===== src/verilog/urif_pkg.sv =====
// Purpose: shared constants and carriers for the uart register interface
// Assumes: 8-bit host bus, three address lines, one system clock
// Notes:   positions and codes are named here and nowhere else

package urif_pkg;

  // ----------------------------------------------------------------
  // register locations
  // ----------------------------------------------------------------
  localparam logic [2:0] LOC_DATA = 3'h0;
  localparam logic [2:0] LOC_IER  = 3'h1;
  localparam logic [2:0] LOC_ISR  = 3'h2;
  localparam logic [2:0] LOC_LCR  = 3'h3;
  localparam logic [2:0] LOC_MCR  = 3'h4;
  localparam logic [2:0] LOC_LSR  = 3'h5;
  localparam logic [2:0] LOC_MSR  = 3'h6;
  localparam logic [2:0] LOC_SPR  = 3'h7;

  // ----------------------------------------------------------------
  // field positions, keys, masks and reset values
  // ----------------------------------------------------------------
  localparam logic [7:0] LCR_ENH_KEY   = 8'hBF;
  localparam logic [7:0] REG_RST       = 8'h00;
  localparam logic [7:0] DIV_ZERO      = 8'h00;
  localparam int         LCR_DIV_BIT   = 7;
  localparam int         EFR_ENH_BIT   = 4;
  localparam int         FCR_EN_BIT    = 0;
  localparam int         FCR_RXRST_BIT = 1;
  localparam int         FCR_TXRST_BIT = 2;
  localparam int         FCR_TRIG_LSB  = 6;
  localparam int         IER_RX_BIT    = 0;
  localparam int         IER_TX_BIT    = 1;
  localparam int         IER_LS_BIT    = 2;
  localparam int         IER_MS_BIT    = 3;
  localparam logic [7:0] IER_STD_MASK  = 8'h0F;
  localparam logic [7:0] MCR_STD_MASK  = 8'h1B;
  localparam logic [15:0] BAUD_RELOAD_AT = 16'h0001;

  // ----------------------------------------------------------------
  // interrupt source codes, low six status bits
  // ----------------------------------------------------------------
  localparam logic [5:0] ISR_NONE = 6'h01;
  localparam logic [5:0] ISR_LS   = 6'h06;
  localparam logic [5:0] ISR_RX   = 6'h04;
  localparam logic [5:0] ISR_TX   = 6'h02;
  localparam logic [5:0] ISR_MS   = 6'h00;

  // receive trigger levels selected by the two top control bits
  localparam int RX_TRIG_0 = 1;
  localparam int RX_TRIG_1 = 4;
  localparam int RX_TRIG_2 = 8;
  localparam int RX_TRIG_3 = 14;

  // ----------------------------------------------------------------
  // types
  // ----------------------------------------------------------------
  typedef enum logic [1:0] {
    BUS_IDLE = 2'b00,
    BUS_RD   = 2'b01,
    BUS_WR   = 2'b10
  } urif_bus_state_t;

  typedef enum logic [4:0] {
    T_DATA, T_DLL, T_DLM, T_REV, T_ID, T_IER, T_ISR_FCR, T_EFR, T_LCR,
    T_MCR, T_XON_CHAR_FIRST, T_XON_CHAR_SECOND, T_LSR, T_MSR, T_XOFF_CHAR_FIRST, T_XOFF_CHAR_SECOND, T_SPR, T_NONE
  } urif_target_t;

  typedef struct packed {
    logic       cs_n;
    logic       rd_n;
    logic       wr_n;
    logic [2:0] addr;
    logic [7:0] data;
  } urif_bus_t;

  typedef struct packed {
    logic cd;
    logic ri;
    logic dsr;
    logic cts;
  } urif_modem_t;

  typedef struct packed {
    logic       brk;
    logic       fe;
    logic       pe;
    logic [7:0] data;
  } urif_rx_entry_t;

  typedef struct packed {
    logic [7:0] xon_char_first;
    logic [7:0] xon_char_second;
    logic [7:0] xoff_char_first;
    logic [7:0] xoff_char_second;
  } urif_flow_chars_t;

endpackage


===== src/verilog/urif_top.sv =====
// Purpose: host register interface of a single-channel uart
// Assumes: host strobes and modem pins are asynchronous to clock_i
// Notes:   shifters and flow control sit outside and use the ports below

`timescale 1ns/1ps

module urif_top #(
  parameter int         DEPTH    = 16,
  parameter logic [7:0] REV_CODE = 8'h01,  // arbitrary value
  parameter logic [7:0] ID_CODE  = 8'h5A   // arbitrary value
) (
  // clock and reset
  input  wire logic                       clock_i,
  input  wire logic                       rst_n_i,
  // host bus pins
  input  wire urif_pkg::urif_bus_t        bus_i,
  output logic [7:0]                      data_o,
  output logic                            data_oe_o,
  // modem input pins
  input  wire urif_pkg::urif_modem_t      modem_i,
  // receive shifter side
  input  wire logic                       rx_valid_i,
  input  wire urif_pkg::urif_rx_entry_t   rx_entry_i,
  // transmit shifter side
  input  wire logic                       tx_taken_i,
  input  wire logic                       tx_shift_empty_i,
  output logic                            tx_valid_o,
  output logic [7:0]                      tx_data_o,
  // configuration and events
  output logic                            baud_tick_o,
  output logic [7:0]                      line_ctrl_o,
  output logic [7:0]                      modem_ctrl_o,
  output logic [7:0]                      enh_func_o,
  output urif_pkg::urif_flow_chars_t      flow_chars_o,
  output logic                            irq_o
);

  localparam int PW = $clog2(DEPTH);
  localparam int CW = $clog2(DEPTH + 1);

  // ----------------------------------------------------------------
  // decode and helpers
  // ----------------------------------------------------------------
  function automatic urif_pkg::urif_target_t decode(input logic [2:0] a,
      input logic [7:0] line_control, input logic div_zero, input logic is_rd);
    urif_pkg::urif_target_t t;
    t = urif_pkg::T_NONE;
    if (line_control == urif_pkg::LCR_ENH_KEY && a == urif_pkg::LOC_ISR) begin
      t = urif_pkg::T_EFR;
    end else if (line_control == urif_pkg::LCR_ENH_KEY && a >= urif_pkg::LOC_MCR) begin
      case (a)
        urif_pkg::LOC_MCR: t = urif_pkg::T_XON_CHAR_FIRST;
        urif_pkg::LOC_LSR: t = urif_pkg::T_XON_CHAR_SECOND;
        urif_pkg::LOC_MSR: t = urif_pkg::T_XOFF_CHAR_FIRST;
        default:           t = urif_pkg::T_XOFF_CHAR_SECOND;
      endcase
    end else begin
      case (a)
        urif_pkg::LOC_DATA: begin
          if (!line_control[urif_pkg::LCR_DIV_BIT])   t = urif_pkg::T_DATA;
          else if (is_rd && div_zero)        t = urif_pkg::T_REV;
          else                               t = urif_pkg::T_DLL;
        end
        urif_pkg::LOC_IER: begin
          if (!line_control[urif_pkg::LCR_DIV_BIT])   t = urif_pkg::T_IER;
          else if (is_rd && div_zero)        t = urif_pkg::T_ID;
          else                               t = urif_pkg::T_DLM;
        end
        urif_pkg::LOC_ISR: t = urif_pkg::T_ISR_FCR;
        urif_pkg::LOC_LCR: t = urif_pkg::T_LCR;
        urif_pkg::LOC_MCR: t = urif_pkg::T_MCR;
        urif_pkg::LOC_LSR: t = urif_pkg::T_LSR;
        urif_pkg::LOC_MSR: t = urif_pkg::T_MSR;
        default:           t = urif_pkg::T_SPR;
      endcase
    end
    return t;
  endfunction

  function automatic logic [CW-1:0] trig_level(input logic [1:0] sel);
    case (sel)
      2'h0:    return CW'(urif_pkg::RX_TRIG_0);
      2'h1:    return CW'(urif_pkg::RX_TRIG_1);
      2'h2:    return CW'(urif_pkg::RX_TRIG_2);
      default: return CW'(urif_pkg::RX_TRIG_3);
    endcase
  endfunction

  // ----------------------------------------------------------------
  // pin synchronisers
  // ----------------------------------------------------------------
  urif_pkg::urif_bus_t   bus_s1_r, bus_s2_r;
  urif_pkg::urif_modem_t mdm_s1_r, mdm_s2_r, mdm_q_r;

  always_ff @(posedge clock_i or negedge rst_n_i) begin
    if (!rst_n_i) begin
      bus_s1_r <= '{cs_n: 1'b1, rd_n: 1'b1, wr_n: 1'b1, addr: 3'h0, data: 8'h00};
      bus_s2_r <= '{cs_n: 1'b1, rd_n: 1'b1, wr_n: 1'b1, addr: 3'h0, data: 8'h00};
      mdm_s1_r <= '0;
      mdm_s2_r <= '0;
      mdm_q_r  <= '0;
    end else begin
      bus_s1_r <= bus_i;
      bus_s2_r <= bus_s1_r;
      mdm_s1_r <= modem_i;
      mdm_s2_r <= mdm_s1_r;
      mdm_q_r  <= mdm_s2_r;
    end
  end

  // ----------------------------------------------------------------
  // host access sequencing
  // ----------------------------------------------------------------
  urif_pkg::urif_bus_state_t state_r;
  logic       rd_act, wr_act, rd_start, wr_commit;
  logic [2:0] wr_addr_r;
  logic [7:0] wr_data_r;

  assign rd_act    = !bus_s2_r.cs_n && !bus_s2_r.rd_n;
  assign wr_act    = !bus_s2_r.cs_n && !bus_s2_r.wr_n;
  assign rd_start  = (state_r == urif_pkg::BUS_IDLE) && rd_act;
  assign wr_commit = (state_r == urif_pkg::BUS_WR) && !wr_act;

  always_ff @(posedge clock_i or negedge rst_n_i) begin
    if (!rst_n_i) begin
      state_r <= urif_pkg::BUS_IDLE;
    end else begin
      case (state_r)
        urif_pkg::BUS_IDLE: begin
          if (rd_act)      state_r <= urif_pkg::BUS_RD;
          else if (wr_act) state_r <= urif_pkg::BUS_WR;
        end
        urif_pkg::BUS_RD: if (!rd_act) state_r <= urif_pkg::BUS_IDLE;
        urif_pkg::BUS_WR: if (!wr_act) state_r <= urif_pkg::BUS_IDLE;
        default:          state_r <= urif_pkg::BUS_IDLE;
      endcase
    end
  end

  // data is taken at the end of the strobe, when it is surely settled
  always_ff @(posedge clock_i or negedge rst_n_i) begin
    if (!rst_n_i) begin
      wr_addr_r <= 3'h0;
      wr_data_r <= 8'h00;
    end else if (wr_act) begin
      wr_addr_r <= bus_s2_r.addr;
      wr_data_r <= bus_s2_r.data;
    end
  end

  // ----------------------------------------------------------------
  // configuration registers
  // ----------------------------------------------------------------
  logic [7:0] lcr_r, ier_r, efr_r, mcr_r, spr_r, dll_r, dlm_r;
  logic       fifo_en_r;
  logic [1:0] rx_trig_r;
  logic       div_zero;
  urif_pkg::urif_target_t wr_tgt, rd_tgt;

  assign div_zero = (dll_r == urif_pkg::DIV_ZERO) && (dlm_r == urif_pkg::DIV_ZERO);
  assign wr_tgt   = decode(wr_addr_r, lcr_r, div_zero, 1'b0);
  assign rd_tgt   = decode(bus_s2_r.addr, lcr_r, div_zero, 1'b1);

  always_ff @(posedge clock_i or negedge rst_n_i) begin
    if (!rst_n_i) begin
      lcr_r        <= urif_pkg::REG_RST;
      ier_r        <= urif_pkg::REG_RST;
      efr_r        <= urif_pkg::REG_RST;
      mcr_r        <= urif_pkg::REG_RST;
      spr_r        <= urif_pkg::REG_RST;
      dll_r        <= urif_pkg::REG_RST;
      dlm_r        <= urif_pkg::REG_RST;
      fifo_en_r    <= 1'b0;
      rx_trig_r    <= 2'h0;
      flow_chars_o <= '0;
    end else if (wr_commit) begin
      case (wr_tgt)
        urif_pkg::T_LCR: lcr_r <= wr_data_r;
        // divisor bytes only behind the divisor enable bit
        urif_pkg::T_DLL: dll_r <= wr_data_r;
        urif_pkg::T_DLM: dlm_r <= wr_data_r;
        // enhanced enable bits need the enhanced-function switch
        urif_pkg::T_IER: ier_r <= efr_r[urif_pkg::EFR_ENH_BIT] ? wr_data_r
                                  : (wr_data_r & urif_pkg::IER_STD_MASK);
        urif_pkg::T_MCR: mcr_r <= efr_r[urif_pkg::EFR_ENH_BIT] ? wr_data_r
                                  : (wr_data_r & urif_pkg::MCR_STD_MASK);
        // dropping the switch retires the enhanced bits
        urif_pkg::T_EFR: begin
          efr_r <= wr_data_r;
          if (!wr_data_r[urif_pkg::EFR_ENH_BIT]) begin
            ier_r <= ier_r & urif_pkg::IER_STD_MASK;
            mcr_r <= mcr_r & urif_pkg::MCR_STD_MASK;
          end
        end
        // other control bits count only with the enable bit set
        urif_pkg::T_ISR_FCR: begin
          fifo_en_r <= wr_data_r[urif_pkg::FCR_EN_BIT];
          if (wr_data_r[urif_pkg::FCR_EN_BIT])
            rx_trig_r <= wr_data_r[urif_pkg::FCR_TRIG_LSB +: 2];
        end
        urif_pkg::T_SPR:   spr_r <= wr_data_r;
        // flow characters in the enhanced map
        urif_pkg::T_XON_CHAR_FIRST:  flow_chars_o.xon_char_first  <= wr_data_r;
        urif_pkg::T_XON_CHAR_SECOND:  flow_chars_o.xon_char_second  <= wr_data_r;
        urif_pkg::T_XOFF_CHAR_FIRST: flow_chars_o.xoff_char_first <= wr_data_r;
        urif_pkg::T_XOFF_CHAR_SECOND: flow_chars_o.xoff_char_second <= wr_data_r;
        default: ;
      endcase
    end
  end

  assign line_ctrl_o  = lcr_r;
  assign modem_ctrl_o = mcr_r;
  assign enh_func_o   = efr_r;

  // ----------------------------------------------------------------
  // baud generator
  // ----------------------------------------------------------------
  logic [15:0] baud_cnt_r;

  // reload from divisor, divisor zero stops the ticks
  always_ff @(posedge clock_i or negedge rst_n_i) begin
    if (!rst_n_i) begin
      baud_cnt_r  <= 16'h0000;
      baud_tick_o <= 1'b0;
    end else if (div_zero) begin
      baud_cnt_r  <= 16'h0000;
      baud_tick_o <= 1'b0;
    end else if (baud_cnt_r <= urif_pkg::BAUD_RELOAD_AT) begin
      baud_cnt_r  <= {dlm_r, dll_r};
      baud_tick_o <= 1'b1;
    end else begin
      baud_cnt_r  <= baud_cnt_r - 16'h0001;
      baud_tick_o <= 1'b0;
    end
  end

  // ----------------------------------------------------------------
  // receive fifo
  // ----------------------------------------------------------------
  urif_pkg::urif_rx_entry_t rx_mem_r [DEPTH];
  urif_pkg::urif_rx_entry_t rx_head;
  logic [PW-1:0] rx_rd_r, rx_wr_r;
  logic [CW-1:0] rx_cnt_r;
  logic [DEPTH-1:0] slot_err;
  logic rx_room, rx_push, rx_pop, rx_flush, rx_err_any, ovr_r;
  logic lsr_rd, msr_rd, isr_rd;

  assign rx_head  = rx_mem_r[rx_rd_r];
  // non-fifo mode holds a single character
  assign rx_room  = fifo_en_r ? (rx_cnt_r < CW'(DEPTH)) : (rx_cnt_r == '0);
  assign rx_push  = rx_valid_i && rx_room;
  // holding read pops the oldest character
  assign rx_pop   = rd_start && (rd_tgt == urif_pkg::T_DATA) && (rx_cnt_r != '0);
  assign rx_flush = wr_commit && (wr_tgt == urif_pkg::T_ISR_FCR)
                    && wr_data_r[urif_pkg::FCR_EN_BIT] && wr_data_r[urif_pkg::FCR_RXRST_BIT];
  assign lsr_rd   = rd_start && (rd_tgt == urif_pkg::T_LSR);
  assign msr_rd   = rd_start && (rd_tgt == urif_pkg::T_MSR);
  assign isr_rd   = rd_start && (rd_tgt == urif_pkg::T_ISR_FCR);

  always_ff @(posedge clock_i) begin
    if (rx_push) rx_mem_r[rx_wr_r] <= rx_entry_i;
  end

  always_ff @(posedge clock_i or negedge rst_n_i) begin
    if (!rst_n_i) begin
      rx_rd_r  <= '0;
      rx_wr_r  <= '0;
      rx_cnt_r <= '0;
    end else if (rx_flush) begin
      rx_rd_r  <= '0;
      rx_wr_r  <= '0;
      rx_cnt_r <= '0;
    end else begin
      if (rx_push) rx_wr_r <= rx_wr_r + PW'(1);
      if (rx_pop)  rx_rd_r <= rx_rd_r + PW'(1);
      if (rx_push && !rx_pop)      rx_cnt_r <= rx_cnt_r + CW'(1);
      else if (rx_pop && !rx_push) rx_cnt_r <= rx_cnt_r - CW'(1);
    end
  end

  // overrun sticky, a new overrun beats the status read
  always_ff @(posedge clock_i or negedge rst_n_i) begin
    if (!rst_n_i)                    ovr_r <= 1'b0;
    else if (rx_valid_i && !rx_room) ovr_r <= 1'b1;
    else if (lsr_rd)                 ovr_r <= 1'b0;
  end

  // error flag over every occupied slot
  for (genvar i = 0; i < DEPTH; i++) begin : g_slot
    assign slot_err[i] = (CW'(PW'(i) - rx_rd_r) < rx_cnt_r)
                         && (rx_mem_r[i].pe || rx_mem_r[i].fe || rx_mem_r[i].brk);
  end
  assign rx_err_any = |slot_err;

  // ----------------------------------------------------------------
  // transmit fifo and output stage
  // ----------------------------------------------------------------
  logic [7:0]    tx_mem_r [DEPTH];
  logic [PW-1:0] tx_rd_r, tx_wr_r;
  logic [CW-1:0] tx_cnt_r;
  logic tx_push, tx_load, tx_flush, thr_empty, thr_empty_q_r, thre_flag_r;

  // holding write queues one character, dropped when full
  assign tx_push  = wr_commit && (wr_tgt == urif_pkg::T_DATA)
                    && (fifo_en_r ? (tx_cnt_r < CW'(DEPTH))
                                  : ((tx_cnt_r == '0) && !tx_valid_o));
  assign tx_load  = (!tx_valid_o || tx_taken_i) && (tx_cnt_r != '0);
  assign tx_flush = wr_commit && (wr_tgt == urif_pkg::T_ISR_FCR)
                    && wr_data_r[urif_pkg::FCR_EN_BIT] && wr_data_r[urif_pkg::FCR_TXRST_BIT];
  assign thr_empty = (tx_cnt_r == '0) && !tx_valid_o;

  always_ff @(posedge clock_i) begin
    if (tx_push) tx_mem_r[tx_wr_r] <= wr_data_r;
  end

  always_ff @(posedge clock_i or negedge rst_n_i) begin
    if (!rst_n_i) begin
      tx_rd_r    <= '0;
      tx_wr_r    <= '0;
      tx_cnt_r   <= '0;
      tx_valid_o <= 1'b0;
      tx_data_o  <= 8'h00;
    end else if (tx_flush) begin
      tx_rd_r    <= '0;
      tx_wr_r    <= '0;
      tx_cnt_r   <= '0;
      tx_valid_o <= 1'b0;
    end else begin
      if (tx_push) tx_wr_r <= tx_wr_r + PW'(1);
      if (tx_load) begin
        tx_rd_r   <= tx_rd_r + PW'(1);
        tx_data_o <= tx_mem_r[tx_rd_r];
      end
      if (tx_load || tx_taken_i) tx_valid_o <= tx_load;
      if (tx_push && !tx_load)      tx_cnt_r <= tx_cnt_r + CW'(1);
      else if (tx_load && !tx_push) tx_cnt_r <= tx_cnt_r - CW'(1);
    end
  end

  // ----------------------------------------------------------------
  // status and interrupt sources
  // ----------------------------------------------------------------
  logic [7:0] line_status, irq_status, modem_status;
  logic [3:0] delta_r;
  logic [5:0] isr_code;
  logic ls_pend, rx_pend, tx_pend, ms_pend, ier_tx_on;

  // data ready tracks a non-empty fifo
  assign line_status = {rx_err_any, thr_empty && tx_shift_empty_i, thr_empty,
                (rx_cnt_r != '0) ? {rx_head.brk, rx_head.fe, rx_head.pe} : 3'h0,
                ovr_r, rx_cnt_r != '0};
  assign modem_status = {mdm_s2_r, delta_r};

  // change flags sticky, a new change beats the status read
  always_ff @(posedge clock_i or negedge rst_n_i) begin
    if (!rst_n_i) delta_r <= 4'h0;
    else          delta_r <= (msr_rd ? 4'h0 : delta_r) | (mdm_s2_r ^ mdm_q_r);
  end

  assign ier_tx_on = wr_commit && (wr_tgt == urif_pkg::T_IER)
                     && wr_data_r[urif_pkg::IER_TX_BIT] && !ier_r[urif_pkg::IER_TX_BIT];

  // transmit-ready event: empty edge or enabling while empty; set beats clear
  always_ff @(posedge clock_i or negedge rst_n_i) begin
    if (!rst_n_i) begin
      thr_empty_q_r <= 1'b1;
      thre_flag_r   <= 1'b0;
    end else begin
      thr_empty_q_r <= thr_empty;
      if ((thr_empty && !thr_empty_q_r) || (ier_tx_on && thr_empty))
        thre_flag_r <= 1'b1;
      else if ((isr_rd && isr_code == urif_pkg::ISR_TX) || tx_push)
        thre_flag_r <= 1'b0;
    end
  end

  // each source gated by its enable bit
  // all four enables clear leaves only polling
  assign ls_pend = ier_r[urif_pkg::IER_LS_BIT] && (|line_status[4:1]);
  // level at or above trigger in fifo mode
  assign rx_pend = ier_r[urif_pkg::IER_RX_BIT]
                   && (fifo_en_r ? (rx_cnt_r >= trig_level(rx_trig_r)) : (rx_cnt_r != '0));
  assign tx_pend = ier_r[urif_pkg::IER_TX_BIT] && thre_flag_r;
  assign ms_pend = ier_r[urif_pkg::IER_MS_BIT] && (|delta_r);

  // status code follows the same level term as the interrupt
  always_comb begin
    if (ls_pend)      isr_code = urif_pkg::ISR_LS;
    else if (rx_pend) isr_code = urif_pkg::ISR_RX;
    else if (tx_pend) isr_code = urif_pkg::ISR_TX;
    else if (ms_pend) isr_code = urif_pkg::ISR_MS;
    else              isr_code = urif_pkg::ISR_NONE;
  end
  // top two bits mirror fifo enable
  assign irq_status = {fifo_en_r, fifo_en_r, isr_code};

  always_ff @(posedge clock_i or negedge rst_n_i) begin
    if (!rst_n_i) irq_o <= 1'b0;
    else          irq_o <= ls_pend || rx_pend || tx_pend || ms_pend;
  end

  // ----------------------------------------------------------------
  // read data path
  // ----------------------------------------------------------------
  logic [7:0] rd_mux;

  always_comb begin
    case (rd_tgt)
      urif_pkg::T_DATA:    rd_mux = rx_head.data;
      urif_pkg::T_DLL:     rd_mux = dll_r;
      urif_pkg::T_DLM:     rd_mux = dlm_r;
      urif_pkg::T_REV:     rd_mux = REV_CODE;
      urif_pkg::T_ID:      rd_mux = ID_CODE;
      urif_pkg::T_IER:     rd_mux = ier_r;
      urif_pkg::T_ISR_FCR: rd_mux = irq_status;
      urif_pkg::T_EFR:     rd_mux = efr_r;
      urif_pkg::T_LCR:     rd_mux = lcr_r;
      urif_pkg::T_MCR:     rd_mux = mcr_r;
      urif_pkg::T_LSR:     rd_mux = line_status;
      urif_pkg::T_MSR:     rd_mux = modem_status;
      urif_pkg::T_SPR:     rd_mux = spr_r;
      default:             rd_mux = 8'h00;
    endcase
  end

  // value frozen at strobe start so side effects match what the host sees
  always_ff @(posedge clock_i or negedge rst_n_i) begin
    if (!rst_n_i) begin
      data_o    <= 8'h00;
      data_oe_o <= 1'b0;
    end else begin
      if (rd_start) data_o <= rd_mux;
      data_oe_o <= rd_start || ((state_r == urif_pkg::BUS_RD) && rd_act);
    end
  end

endmodule


===== config.mk =====
export PLATFORM = sky130hd
export DESIGN_NAME = urif_top
export DESIGN_NICKNAME = d
export VERILOG_FILES = /design/src/verilog/urif_pkg.sv /design/src/verilog/urif_top.sv
export SDC_FILE = /design/constraint.sdc
export NUM_CORES = 1
export LEC_CHECK = 0
export BUFFER_PORTS_ARGS = -buffer_cell sky130_fd_sc_hd__buf_4
export CAP_MARGIN = 0
export CORE_ASPECT_RATIO = 1.1
export CORE_MARGIN = 4
export CORE_UTILIZATION = 40
export CTS_CLUSTER_DIAMETER = 40
export DETAILED_ROUTE_END_ITERATION = 7
export SLEW_MARGIN = 10
export SYNTH_ARGS = -nofsm -noshare
export SYNTH_HDL_FRONTEND = slang
export SYNTH_SLANG_ARGS = --single-unit

===== constraint.sdc =====
create_clock -name clock_i -period 3.2 [get_ports clock_i]
set_input_delay 0.96 -clock clock_i [delete_from_list [all_inputs] [get_ports clock_i]]
set_output_delay 0.96 -clock clock_i [all_outputs]
set_load 0.02 [all_outputs]

; Yosys cells after proc, flatten, opt, wreduce, memory -nomap -nowiden
; Memories as Yosys holds them, arrays and structs flattened. A register that Yosys moved wholly into a read port is not among the register bits.
; Index checks and enable logic that the tools add are counted.
[totals]
register_bits = 205
ramBits = 304
inputBits = 34
output_inout_bits = 76
n_memories = 2
[mem_list]
columns = name, depth, word_bits, rd, rd_clocked_by_memory_dff, write_ports, line
row1 = rx_mem_r, 16, 11, 17, 0, 1, urif_top.sv:241  ; urif_pkg::urif_rx_entry_t rx_mem_r [DEPTH];
row2 = tx_mem_r, 16, 8, 1, 1, 1, urif_top.sv:299  ; logic [7:0] tx_mem_r [DEPTH];
[op_classes]
n_addsub = 25
magnitude_cmp = 22
eq_ne = 46
muxes = 64
n_bitwise = 4
reduce_logical = 152
[ops]
columns = op, count
row1 = $pmux W8 S13, 1
row2 = $lt A5 B5 Y1, 16
row3 = $pmux W5 S7, 2
row4 = $logic_and A1 B1 Y1, 56
row5 = $eq A5 B4 Y1 const B, 10
row6 = $mux W5, 10
row7 = $logic_or A1 B1 Y1, 40
row8 = $sub A4 B4 Y5 const A, 8
row9 = $mux W4, 9
row10 = $eq A5 B3 Y1 const B, 7
row11 = $mux W16, 2
row12 = $mux W8, 4
row13 = $pmux W8 S2, 2
row14 = $reduce_and A2 Y1, 11
row15 = $logic_not A5 Y1, 4
row16 = $sub A3 B4 Y5 const A, 4
row17 = $eq A3 B3 Y1 const B, 6
row18 = $mux W3, 6
row19 = $pmux W3 S3, 2
row20 = $reduce_and A3 Y1, 6
row21 = $reduce_bool A2 Y1, 9
row22 = $mux W1, 17
row23 = $add A4 B1 Y4 const B, 4
row24 = $le A16 B1 Y1 const B, 1
row25 = 33 further kinds, 76

; Logic depth before layout (Yosys ltp)
; Gate-level depths: netlist (run 1).
[depth]
depth_word = 14
depth_mapped = 16
depth_no_buf = 13

; Worst setup path after synthesis (run 1)
; OpenSTA, ideal clock, no wires.
[synth_timing]
path_kind = register to register
start = register rx_rd_r[2]
end = register data_o[7]
setup_ns = 0.140
t_arrival_ns = 3.119
t_required_ns = 3.060
slack_ns = -0.059
path_stages_with_launch = 14
cell_sequence = dfrtp_1 > clkbuf_1 > buf_1 > inv_1 > ha_1 > inv_1 > ha_1 > nor2b_1 > a221o_1 > a31oi_1 > nor4_1 > o21ai_0 > nor4_1 > o211ai_1
[synth_between]
elab_chain_len = 5
word_cells_on_any_way = 51
[synth_rtl]
columns = item, line
row1 = "start, declared", urif_top.sv:243  ; logic [PW-1:0] rx_rd_r, rx_wr_r;
row2 = "start signal, assigned", urif_top.sv:276  ; if (rx_pop) rx_rd_r <= rx_rd_r + PW'(1);
row3 = "$sub A1 B4 Y5, or another cell as far along", urif_top.sv:291  ; assign slot_err[i] = (CW'(PW'(i) - rx_rd_r) < rx_cnt_r)
row4 = $lt A5 B5 Y1, urif_top.sv:291
row5 = $logic_and A1 B1 Y1, urif_top.sv:292  ; && (rx_mem_r[i].pe || rx_mem_r[i].fe || rx_mem_r[i].brk);
row6 = $reduce_or A16 Y1, urif_top.sv:294  ; assign rx_err_any = |slot_err;
row7 = $pmux W8 S13 *, urif_top.sv:409  ; case (rd_tgt)
row8 = "end signal, assigned", urif_top.sv:433  ; if (rd_start) data_o <= rd_mux;
row9 = "end, declared", urif_top.sv:17  ; output logic [7:0] data_o,
; Every way passes the cells marked *; elsewhere a longest branch is shown, timed or not.
; A chain may end at the register's enable or synchronous reset.

; Worst setup path in the final report (run 1)
[layout_timing]
start = register rx_cnt_r[1]
end = register rx_cnt_r[4]
[layout_between]
elab_chain_len = 6
word_cells_on_any_way = 16
[layout_rtl]
columns = item, line
row1 = "start, declared", urif_top.sv:244  ; logic [CW-1:0] rx_cnt_r;
row2 = "start signal, assigned", urif_top.sv:277  ; if (rx_push && !rx_pop) rx_cnt_r <= rx_cnt_r + CW'(1);
row3 = "start signal, assigned", urif_top.sv:278  ; else if (rx_pop && !rx_push) rx_cnt_r <= rx_cnt_r - CW'(1);
row4 = "$lt A5 B5 Y1, or another cell as far along", urif_top.sv:251  ; assign rx_room = fifo_en_r ? (rx_cnt_r < CW'(DEPTH)) : (rx_cnt_r == '0);
row5 = $mux W1 / $logic_and A1 B1 Y1 (equally long branches), "urif_top.sv:251, urif_top.sv:254"
row6 = $logic_and A1 B1 Y1 / $logic_not A1 Y1 (equally long branches), "urif_top.sv:252, urif_top.sv:277"
row7 = $logic_and A1 B1 Y1 / $logic_not A1 Y1 (equally long branches), "urif_top.sv:277, urif_top.sv:278"
row8 = $mux W5 / $logic_and A1 B1 Y1 (equally long branches), "urif_top.sv:277, urif_top.sv:278"
row9 = $mux W5 / $reduce_bool A3 Y1 (equally long branches), -
; Parallel ways exist; a longest one is shown, timed or not. The select of a mux whose other input is x is not followed.

==> results of run 1 <==
[through the flow]
stage / total power [W] / utilization
3_3_place_gp: 0.0152 / 0.447
4_1_cts: 0.0239 / 0.494
5_1_grt: 0.0249 / 0.495
6_report: 0.0228 / 0.495
3_5_place_dp: 0.0154 / 0.447
2_1_floorplan: 0.0124 / -
[layout by cell type (no fill, tap or decap), drive strengths merged, types with 28 or more instances in the layout]
cell type and n:
inv 65, nor2 86, ha 77, dfrtp 206, edfxtp 304, xnor2 28
mux4 89, clkbuf 84, nor3 31, buf 196, mux2 82, a21oi 43
nand2 103, o21ai 53
[power groups by stage]
stage	Clock, W	Combinational, W	Sequential [W]
floorplan	0	0.00424	0.00813
global placement	0	0.00693	0.00830
detailed placement	0	0.00705	0.00833
CTS	0.00855	0.00710	0.00821
global route	0.00886	0.00780	0.00828
finish	0.00839	0.00627	0.00811
[synthesized netlist by cell type (16+ instances only)]
| cell | n |
|---|---|
| nor3_1 | 30 |
| a21oi_1 | 43 |
| edfxtp_1 | 304 |
| a211oi_1 | 22 |
| dfrtp_1 | 206 |
| and2_1 | 27 |
| xor2_1 | 16 |
| mux2_2 | 82 |
| nand2_1 | 103 |
| nor2_1 | 86 |
| nand3_1 | 17 |
| xnor2_1 | 27 |
| mux4_2 | 89 |
| ha_1 | 77 |
| inv_1 | 44 |
| mux2i_1 | 24 |
| o21ai_0 | 52 |
| clkbuf_1 | 39 |
[cell type report]
cell class,instances,share of cell area
sequential,517,0.530
multi-input combinational,866,0.278
clock buffer,84,0.0719
timing repair buffer,196,0.0565
tap,736,0.0337
clock inverter,55,0.0236
inverter,45,0.00619
antenna,1,0.0000917
[routing by layer]
layer	routed length, µm	share of wire
met1	25000	0.44
met2	27500	0.48
met3	3630	0.063
met4	1290	0.022
met5	0	0
[worst paths after layout]
| path | end | cells after the start |
|---|---|---|
| max in group asynchronous | bus_s1_r[13] | 2 |
| worst min-delay path | baud_tick_o | 1 |
| worst min register to register | bus_s2_r[0] | 0 |
| worst max-delay path | rx_cnt_r[4] | 10 |
| min in group clock_i | bus_s2_r[0] | 0 |
| worst max register to register | rx_cnt_r[4] | 10 |
[flip-flops by register name, summed over array words and instances, names as in the netlist, 5 cells and up]
| signal | count |
|---|---|
| rx_mem_r | 176 |
| tx_mem_r | 128 |
| flow_chars_o | 32 |
| baud_cnt_r | 16 |
| bus_s1_r | 14 |
| bus_s2_r | 14 |
| data_o | 8 |
| dll_r | 8 |
| dlm_r | 8 |
| enh_func_o | 8 |
| ier_r | 8 |
| line_ctrl_o | 8 |
| modem_ctrl_o | 8 |
| spr_r | 8 |
| tx_data_o | 8 |
| wr_data_r | 8 |
| rx_cnt_r | 5 |
| tx_cnt_r | 5 |
[critical path: cells and delay by family, from the launching register on]
family / cells / cell delay [ps]
compound gates: 5 / 850
fa+ha+maj: 1 / 450
flops: 1 / 440
simple gates: 4 / 1110
[cell families (layout without fill, tap and decap cells)]
group	Yosys count	after routing	synth area share
compound gates	205	205	0.0599
xor+xnor	44	44	0.0175
fa+ha+maj	79	79	0.0447
buf+inv	103	380	0.0180
flops	517	517	0.645
mux	195	195	0.141
other cells	0	1	0
simple gates	343	343	0.0740
[repair_timing]
action	CTS	global route
hold endpoints to repair	0	0
buffers inserted	0	0
resized for setup	0	5
endpoints found under the setup margin	0	2
hold buffers	0	0
==> impl_metrics.env, run 1 <==
export IMPL_run_status="complete, no violations"
export IMPL_dp_hpwl_mm=39.5
export IMPL_drt_vias_per_instance=5.46
export IMPL_drive_gt1_frac=0.294
export IMPL_synth_edff_count=304
export IMPL_cts_buffers=75
export IMPL_fin_cells=2500
export IMPL_fin_ws_ps=222
export IMPL_wl_mm=57.4
export IMPL_clock_skew_ps=15.7
export IMPL_fmax_ghz=0.336
export IMPL_num_rows=90
export IMPL_preCtsSetupSlack_ps=143
export IMPL_syn2layout_area_growth_pct=21.7
export IMPL_yosysTopAreaCellShare=0.407
export IMPL_drv_cap=0
export IMPL_chipWidth_um=234
export IMPL_power_frac_clock=0.369
export IMPL_worstMarginPinSlew_ps=1220
export IMPL_gr_total_overflow=0
export IMPL_drc=0
export IMPL_hold_viol_final=0
export IMPL_max_stage_delay_ps=590
export IMPL_grt_pass1_vias=14000
export IMPL_core_um2=55200
export IMPL_finalCriticalPeriod_ps=2980
export IMPL_die_area_um2=60000
export IMPL_fillers=4740
export IMPL_synth_seq_area_share=0.645
export IMPL_setup_viol=0
export IMPL_use_met1=0.274
export IMPL_rr_startpoint="rx_cnt_r[1]"
export IMPL_port_buffers=109
export IMPL_first_pass_iters=5
export IMPL_grt_use_met3=0.0438
export IMPL_p_int_w=0.0156
export IMPL_clk_pin_slew_worst_paths_ps=50
export IMPL_syn_num_nets=1599
export IMPL_fin_nets=1814
export IMPL_clkSinkCount=517
export IMPL_comb_power_share=0.275
export IMPL_first_iter_violations=1225
export IMPL_relSlewSlack=0.184
export IMPL_hp_class="input port to asynchronous set/reset pin"
export IMPL_cp_cell_sequence="or4_1 > nor2_1 > o21a_1 > nand2b_1 > fa_1 > a21o_1 > a21oi_1 > o21ai_0 > a21oi_1 > nor2_1"
export IMPL_netlist_top_cells_area="edfxtp_1 41%, dfrtp_1 23%, mux4_2 8.9%"
export IMPL_placed_area_um2=24700
export IMPL_wl_per_cell_um=23.0
export IMPL_p_switching_w=0.00722
export IMPL_ys_types=69
export IMPL_ir_worst_vdd_uv=528
export IMPL_start_kind="flip-flop"
export IMPL_ios=110
export IMPL_grt_max_degree=79
export IMPL_critical_path_required_ps=3690
export IMPL_postLayoutCellArea_um2=27300
export IMPL_leakage_nw=10.8
export IMPL_placed_cells=2360
export IMPL_cp_slowest_cell="or4_1"
export IMPL_antenna_left=0
export IMPL_sw_frac_of_total=0.317
export IMPL_holdWs_ps=275
export IMPL_yosys_area_top_type="edfxtp_1"
export IMPL_place_congestion=0.879
export IMPL_clock_latency_ps=610
export IMPL_end_kind="flip-flop"
export IMPL_post_route_period_util=0.931
export IMPL_syn_avg_cell_area_um2=15.1
export IMPL_syn_inst=1486
export IMPL_htree_levels=3
export IMPL_async_reset_ff_frac=0.412
export IMPL_seqPwrFrac=0.356
export IMPL_initial_core_util=0.407
export IMPL_die_height_um=256
export IMPL_clockBufferDepth=3
export IMPL_cts_tree="built"
export IMPL_power_density_nw_per_um2=834
export IMPL_cp_max_fo=6
export IMPL_arrival_ps=3460
export IMPL_grt_use_total=0.194
export IMPL_register_area_um2=14500
export IMPL_r2r_slack_ps=220
export IMPL_rsz0062_at_grt="false"
export IMPL_met2_usage=0.305
export IMPL_crit_path_start="rx_cnt_r[1]"
export IMPL_slew_violations=0
export IMPL_grt_pass1_wl_mm=87.9
export IMPL_ys_warn_count=0
export IMPL_vias=13600
export IMPL_antenna_found_initial=1
export IMPL_multiInputGateArea_um2=7590
export IMPL_critical_path_class="flip-flop to flip-flop"
export IMPL_ys_ff_latch=517
export IMPL_synth_cell_area_um2=22400
export IMPL_grt_busiest_layer="met2"
export IMPL_fin_tns_setup_ps=0
export IMPL_root_buffer="clkbuf_16"
export IMPL_synth_main_ff_cell="edfxtp_1"
No activity file was read; power rests on OpenSTA's default activity.
==> run 2: changes to the inputs <==
==> constraint.sdc (replaced) <==
create_clock -name clock_i -period 3.2 [get_ports clock_i]
set_input_delay 0.8 -clock clock_i [delete_from_list [all_inputs] [get_ports clock_i]]
set_output_delay 0.8 -clock clock_i [all_outputs]
set_load 0.02 [all_outputs]
==> run 2 against run 1 <==
Effect of this change: hold slack worse by 110 ps; sequential power hardly changed; final area is 0.19% lower; cell count decreased by 0.24%; die area did not move; clock power is 1% lower; fmax down 2.0%; setup slack got worse by 60 ps; critical path type unchanged; critical endpoint is now data_o[7]; largest power group unchanged.
==> impl_metrics.env, run 2 (synthesized netlist as in run 1, its figures left out) <==
export IMPL_run_status="complete, no violations"
export IMPL_cts_buffers=74
export IMPL_r2r_slack_ps=160
export IMPL_clockBufferDepth=3
export IMPL_preCtsSetupSlack_ps=152
export IMPL_cp_num_buf_inv=1
export IMPL_ir_worst_vdd_uv=857
export IMPL_r2r_end="data_o[7]"
export IMPL_drt_vias_per_instance=5.46
export IMPL_slew_violations=0
export IMPL_grt_pass1_wl_mm=87.7
export IMPL_syn2layout_area_growth_pct=21.4
export IMPL_clock_skew_ps=29.9
export IMPL_drc=0
export IMPL_clkSinkCount=517
export IMPL_diodes=0
export IMPL_initial_core_util=0.407
export IMPL_place_congestion=0.895
export IMPL_first_pass_iters=5
export IMPL_grt_pass1_vias=14100
export IMPL_cts_tree="built"
export IMPL_grt_use_total=0.194
export IMPL_cts_setup_buffers=0
export IMPL_rsz0062_at_grt="false"
export IMPL_final_cell_mix="304 x edfxtp_1, 204 x dfrtp_1, 189 x buf_4"
export IMPL_start_kind="flip-flop"
export IMPL_hold_viol_final=0
export IMPL_grt_max_degree=66
export IMPL_relSlewSlack=0.116
export IMPL_die_height_um=256
export IMPL_port_buffers=109
export IMPL_fmax_ghz=0.329
export IMPL_drive_gt1_frac=0.292
export IMPL_num_rows=90
export IMPL_fin_tns_setup_ps=0
export IMPL_gr_total_overflow=0
export IMPL_finalCriticalPeriod_ps=3040
export IMPL_placed_cells=2359
export IMPL_end_kind="flip-flop"
export IMPL_core_um2=55200
export IMPL_max_flop_register="rx_mem_r"
export IMPL_crit_path_start="rx_rd_r[0]"
export IMPL_antenna_left=0
export IMPL_clk_pin_slew_worst_paths_ps=60
export IMPL_root_buffer="clkbuf_16"
export IMPL_post_route_period_util=0.949
export IMPL_hp_class="input port to asynchronous set/reset pin"
export IMPL_crit_family="compound AO/OA/AOI/OAI gates"
export IMPL_ios=110
export IMPL_largest_reg_flops=176
export IMPL_worstMarginPinSlew_ps=1330
export IMPL_die_area_um2=60000
export IMPL_wl_mm=57.3
export IMPL_vias=13600
export IMPL_fin_nets=1812
export IMPL_fin_cells=2494
export IMPL_largest_registers="rx_mem_r (176), tx_mem_r (128), flow_chars_o (32)"
export IMPL_chipWidth_um=234
export IMPL_leakage_nw=10.8
export IMPL_htree_levels=3
export IMPL_antenna_found_initial=1
export IMPL_setup_viol=0
export IMPL_first_iter_violations=1110
export IMPL_power_density_nw_per_um2=830
export IMPL_arrival_ps=3500
export IMPL_cp_max_fo=6
export IMPL_worstSetupPathDepth=11
export IMPL_wl_per_cell_um=23.0
export IMPL_clock_latency_ps=610
export IMPL_crit_path_end="data_o[7]"
export IMPL_dp_hpwl_mm=39.0
export IMPL_mostFrequentLayoutCell="edfxtp_1"
export IMPL_rr_startpoint="rx_rd_r[0]"
export IMPL_critical_path_class="flip-flop to flip-flop"
export IMPL_critical_path_required_ps=3660
export IMPL_cts_resized=0
export IMPL_cts_hold_buf=0
export IMPL_cp_cell_sequence="inv_1 > ha_1 > xor2_1 > ha_1 > nand2_1 > o21ai_0 > a31oi_1 > nor4_1 > o21ai_0 > nor4_1 > o211ai_1"
export IMPL_fin_ws_ps=162
export IMPL_cp_slowest_cell="nor4_1"
export IMPL_drv_cap=0
export IMPL_max_stage_delay_ps=470
export IMPL_rr_worst_depth=11
[run 2: worst reg2reg max path: cells and delay by family (launching register included)]
family                     cells  cell delay (ps)
DFF                            1              420
buffers and inverters          1               80
adders and majority gates      2              520
xor gates and xnor gates       1              160
and+or+nand+nor                3              800
AOI/OAI and AO/OA              4              920
[run 2: worst min-delay path by stage]
stage	startpoint	endpoint	slack, ps	cells past startpoint
after CTS	rst_n_i	tx_cnt_r[3]	150	1
after detailed placement	bus_s1_r[5]	bus_s2_r[5]	330	0
after floorplan	bus_s1_r[0]	bus_s2_r[0]	330	0
final	rst_n_i	baud_cnt_r[10]	170	1
after global placement	mdm_s1_r[3]	mdm_s2_r[3]	330	0
after global routing	rst_n_i	baud_cnt_r[11]	190	1
[run 2: layer usage]
| metal | part of all wire | track usage |
|---|---|---|
| met5 | 0 | 0 |
| met4 | 0.023 | 0.0550 |
| met3 | 0.070 | 0.0434 |
| met2 | 0.48 | 0.307 |
| met1 | 0.43 | 0.270 |
[run 2: final cells by class]
class	count	area [µm²]
Clock buffer	86	1920
Clock inverter	49	651
Fill cell	4705	27900
Inverter	45	169
Multi-Input combinational cell	866	7590
Sequential cell	517	14500
Tap cell	736	921
Timing Repair Buffer	195	1530
[run 2: through the flow]
step	total power, W	utilization	hold WS [ps]	area (µm²)
floorplan	0.0124	-	331	22400
global placement	0.0144	0.447	332	24700
detailed placement	0.0145	0.447	335	24700
CTS	0.0229	0.494	148	27200
global route	0.0249	0.494	188	27300
finish	0.0226	0.494	168	27300
[run 2: report_power, final]
part	internal [W]	switching, W
Sequential	0.00755	0.000564
Clock	0.00515	0.00315
Combinational	0.00284	0.00337
Total	0.0155	0.00708
==> run 3: changes to the inputs <==
--- a/config.mk
+++ b/config.mk
@@ -9,10 +9,11 @@
 export CAP_MARGIN = 0
 export CORE_ASPECT_RATIO = 1.1
 export CORE_MARGIN = 4
-export CORE_UTILIZATION = 40
+export CORE_UTILIZATION = 55
 export CTS_CLUSTER_DIAMETER = 40
 export DETAILED_ROUTE_END_ITERATION = 7
-export SLEW_MARGIN = 10
+export PLACE_DENSITY = 0.76
+export SLEW_MARGIN = 20
 export SYNTH_ARGS = -nofsm -noshare
 export SYNTH_HDL_FRONTEND = slang
 export SYNTH_SLANG_ARGS = --single-unit
==> run 3 against run 2 <==
Effect of this change: register-to-register slack gained 90 ps; first-iteration DRC count rose by 19%; utilization increased by 16 points; final area down 3.4%; flip-flop and latch count unchanged; largest cell class unchanged; fmax rose by 2.9%; sequential power rose by 1%; via count grew 0.64%.
==> impl_metrics.env, run 3 (synthesized netlist as in run 1, its figures left out) <==
export IMPL_run_status="complete, no violations"
export IMPL_arrival_ps=3460
export IMPL_drt_vias_per_instance=6.13
export IMPL_setup_viol=0
export IMPL_dp_hpwl_mm=37.1
export IMPL_num_rows=77
export IMPL_cp_max_fo=46
export IMPL_initial_core_util=0.557
export IMPL_finalCoreUtilization=0.654
export IMPL_grt_use_total=0.250
export IMPL_clk_pin_slew_worst_paths_ps=60
export IMPL_chipWidth_um=201
export IMPL_antenna_left=0
export IMPL_worstMarginPinSlew_ps=1170
export IMPL_wl_per_cell_um=24.5
export IMPL_slew_violations=0
export IMPL_die_height_um=220
export IMPL_gr_total_overflow=0
export IMPL_drive_gt1_frac=0.274
export IMPL_ios=110
export IMPL_mostFrequentLayoutCell="edfxtp_1"
export IMPL_place_congestion=0.946
export IMPL_port_buffers=109
export IMPL_critical_path_class="flip-flop to flip-flop"
export IMPL_grt_pass1_vias=14300
export IMPL_cts_buffers=57
export IMPL_clock_skew_ps=24.0
export IMPL_hp_class="input port to asynchronous set/reset pin"
export IMPL_post_route_period_util=0.923
export IMPL_cts_setup_buffers=0
export IMPL_clkSinkCount=517
export IMPL_worstSetupPathDepth=8
export IMPL_cp_cell_sequence="buf_12 > mux4_2 > a22o_1 > a221oi_1 > nand2_1 > o21ai_2 > nand3_2 > o311ai_1"
export IMPL_syn2layout_area_growth_pct=17.3
export IMPL_crit_family="compound AO/OA/AOI/OAI gates"
export IMPL_cp_slowest_cell="mux4_2"
export IMPL_first_pass_iters=5
export IMPL_grt_pass1_wl_mm=84.6
export IMPL_die_area_um2=44100
export IMPL_leakage_nw=10.5
export IMPL_cts_tree="built"
export IMPL_relSlewSlack=0.219
export IMPL_diodes=0
export IMPL_start_kind="flip-flop"
export IMPL_fillers=2777
export IMPL_fin_tns_setup_ps=0
export IMPL_max_flop_register="rx_mem_r"
export IMPL_clockBufferDepth=3
export IMPL_final_cell_mix="304 x edfxtp_1, 203 x dfrtp_1, 185 x buf_4"
export IMPL_finalCriticalPeriod_ps=2950
export IMPL_rsz0062_at_grt="false"
export IMPL_drc=0
export IMPL_vias=13700
export IMPL_htree_levels=2
export IMPL_antenna_found_initial=0
export IMPL_fmax_ghz=0.339
export IMPL_wl_mm=54.8
export IMPL_core_um2=40300
export IMPL_grt_max_degree=72
export IMPL_largest_registers="rx_mem_r (176), tx_mem_r (128), flow_chars_o (32)"
export IMPL_cp_num_buf_inv=1
export IMPL_power_density_nw_per_um2=822
export IMPL_fin_nets=1792
export IMPL_clock_latency_ps=620
export IMPL_end_kind="flip-flop"
export IMPL_largest_reg_flops=176
export IMPL_ir_worst_vdd_uv=624
export IMPL_rr_worst_depth=8
export IMPL_max_stage_delay_ps=550
export IMPL_root_buffer="clkbuf_16"
export IMPL_first_iter_violations=1321
export IMPL_drv_cap=0
export IMPL_critical_path_required_ps=3700
export IMPL_hold_viol_final=0
[run 3: power by group]
part	internal, W	switching (W)
logic	0.00315	0.00376
clock network	0.00383	0.00268
registers	0.00760	0.000628
total	0.0146	0.00707
[run 3: worst reg2reg max path, cell delays in order, from the launching register on]
cell,delay [ps]
dfrtp_2,440
buf_12,320
mux4_2,590
a22o_1,240
a221oi_1,490
nand2_1,170
o21ai_2,230
nand3_2,90
o311ai_1,280
[run 3: metrics by stage]
step | total power, W | std cells | setup slack [ps] | hold WS (ps) | instance area (µm²)
after floorplan | 0.0124 | 1486 | 118 | 331 | 22400
after global placement | 0.0150 | 2133 | 229 | 334 | 24400
after detailed placement | 0.0152 | 2133 | 202 | 336 | 24400
after CTS | 0.0218 | 2239 | 176 | 172 | 26300
after global routing | 0.0218 | 2239 | 5.11 | 207 | 26300
final | 0.0216 | 2239 | 247 | 177 | 26300
[run 3: per-layer routing]
layer | share of wire | GRT usage | vias to the layer above
li1 | - | - | 6038
met1 | 0.38 | 0.307 | 7033
met2 | 0.52 | 0.443 | 506
met3 | 0.061 | 0.0450 | 137
met4 | 0.043 | 0.105 | 0
met5 | 0 | 0 | -
[run 3: cell type report]
| cell class | count | area (µm²) | area share |
|---|---|---|---|
| clock buffers | 86 | 1710 | 0.0648 |
| clock inverters | 20 | 231 | 0.00879 |
| inverters | 45 | 169 | 0.00642 |
| multi-input cells | 866 | 7580 | 0.288 |
| flip-flops and latches | 517 | 14500 | 0.550 |
| well taps | 513 | 642 | 0.0244 |
| repair buffers | 192 | 1520 | 0.0579 |
[run 3: worst paths after layout]
path | to | from | slack [ps]
setup / recovery | data_o[0] | rx_rd_r[0] | 250
hold / removal | baud_tick_o | rst_n_i | 180
setup reg to reg | data_o[0] | rx_rd_r[0] | 250
hold reg to reg | bus_s2_r[9] | bus_s1_r[9] | 340
max in group asynchronous | bus_s1_r[12] | rst_n_i | 2260
min in group clock_i | bus_s1_r[2] | bus_i[2] | 290
[run 3: what timing repair did]
| action | in CTS | in global routing |
|---|---|---|
| endpoints found under the setup margin | 0 | 2 |
| hold buffers | 0 | 0 |
| resized for setup | 0 | 3 |
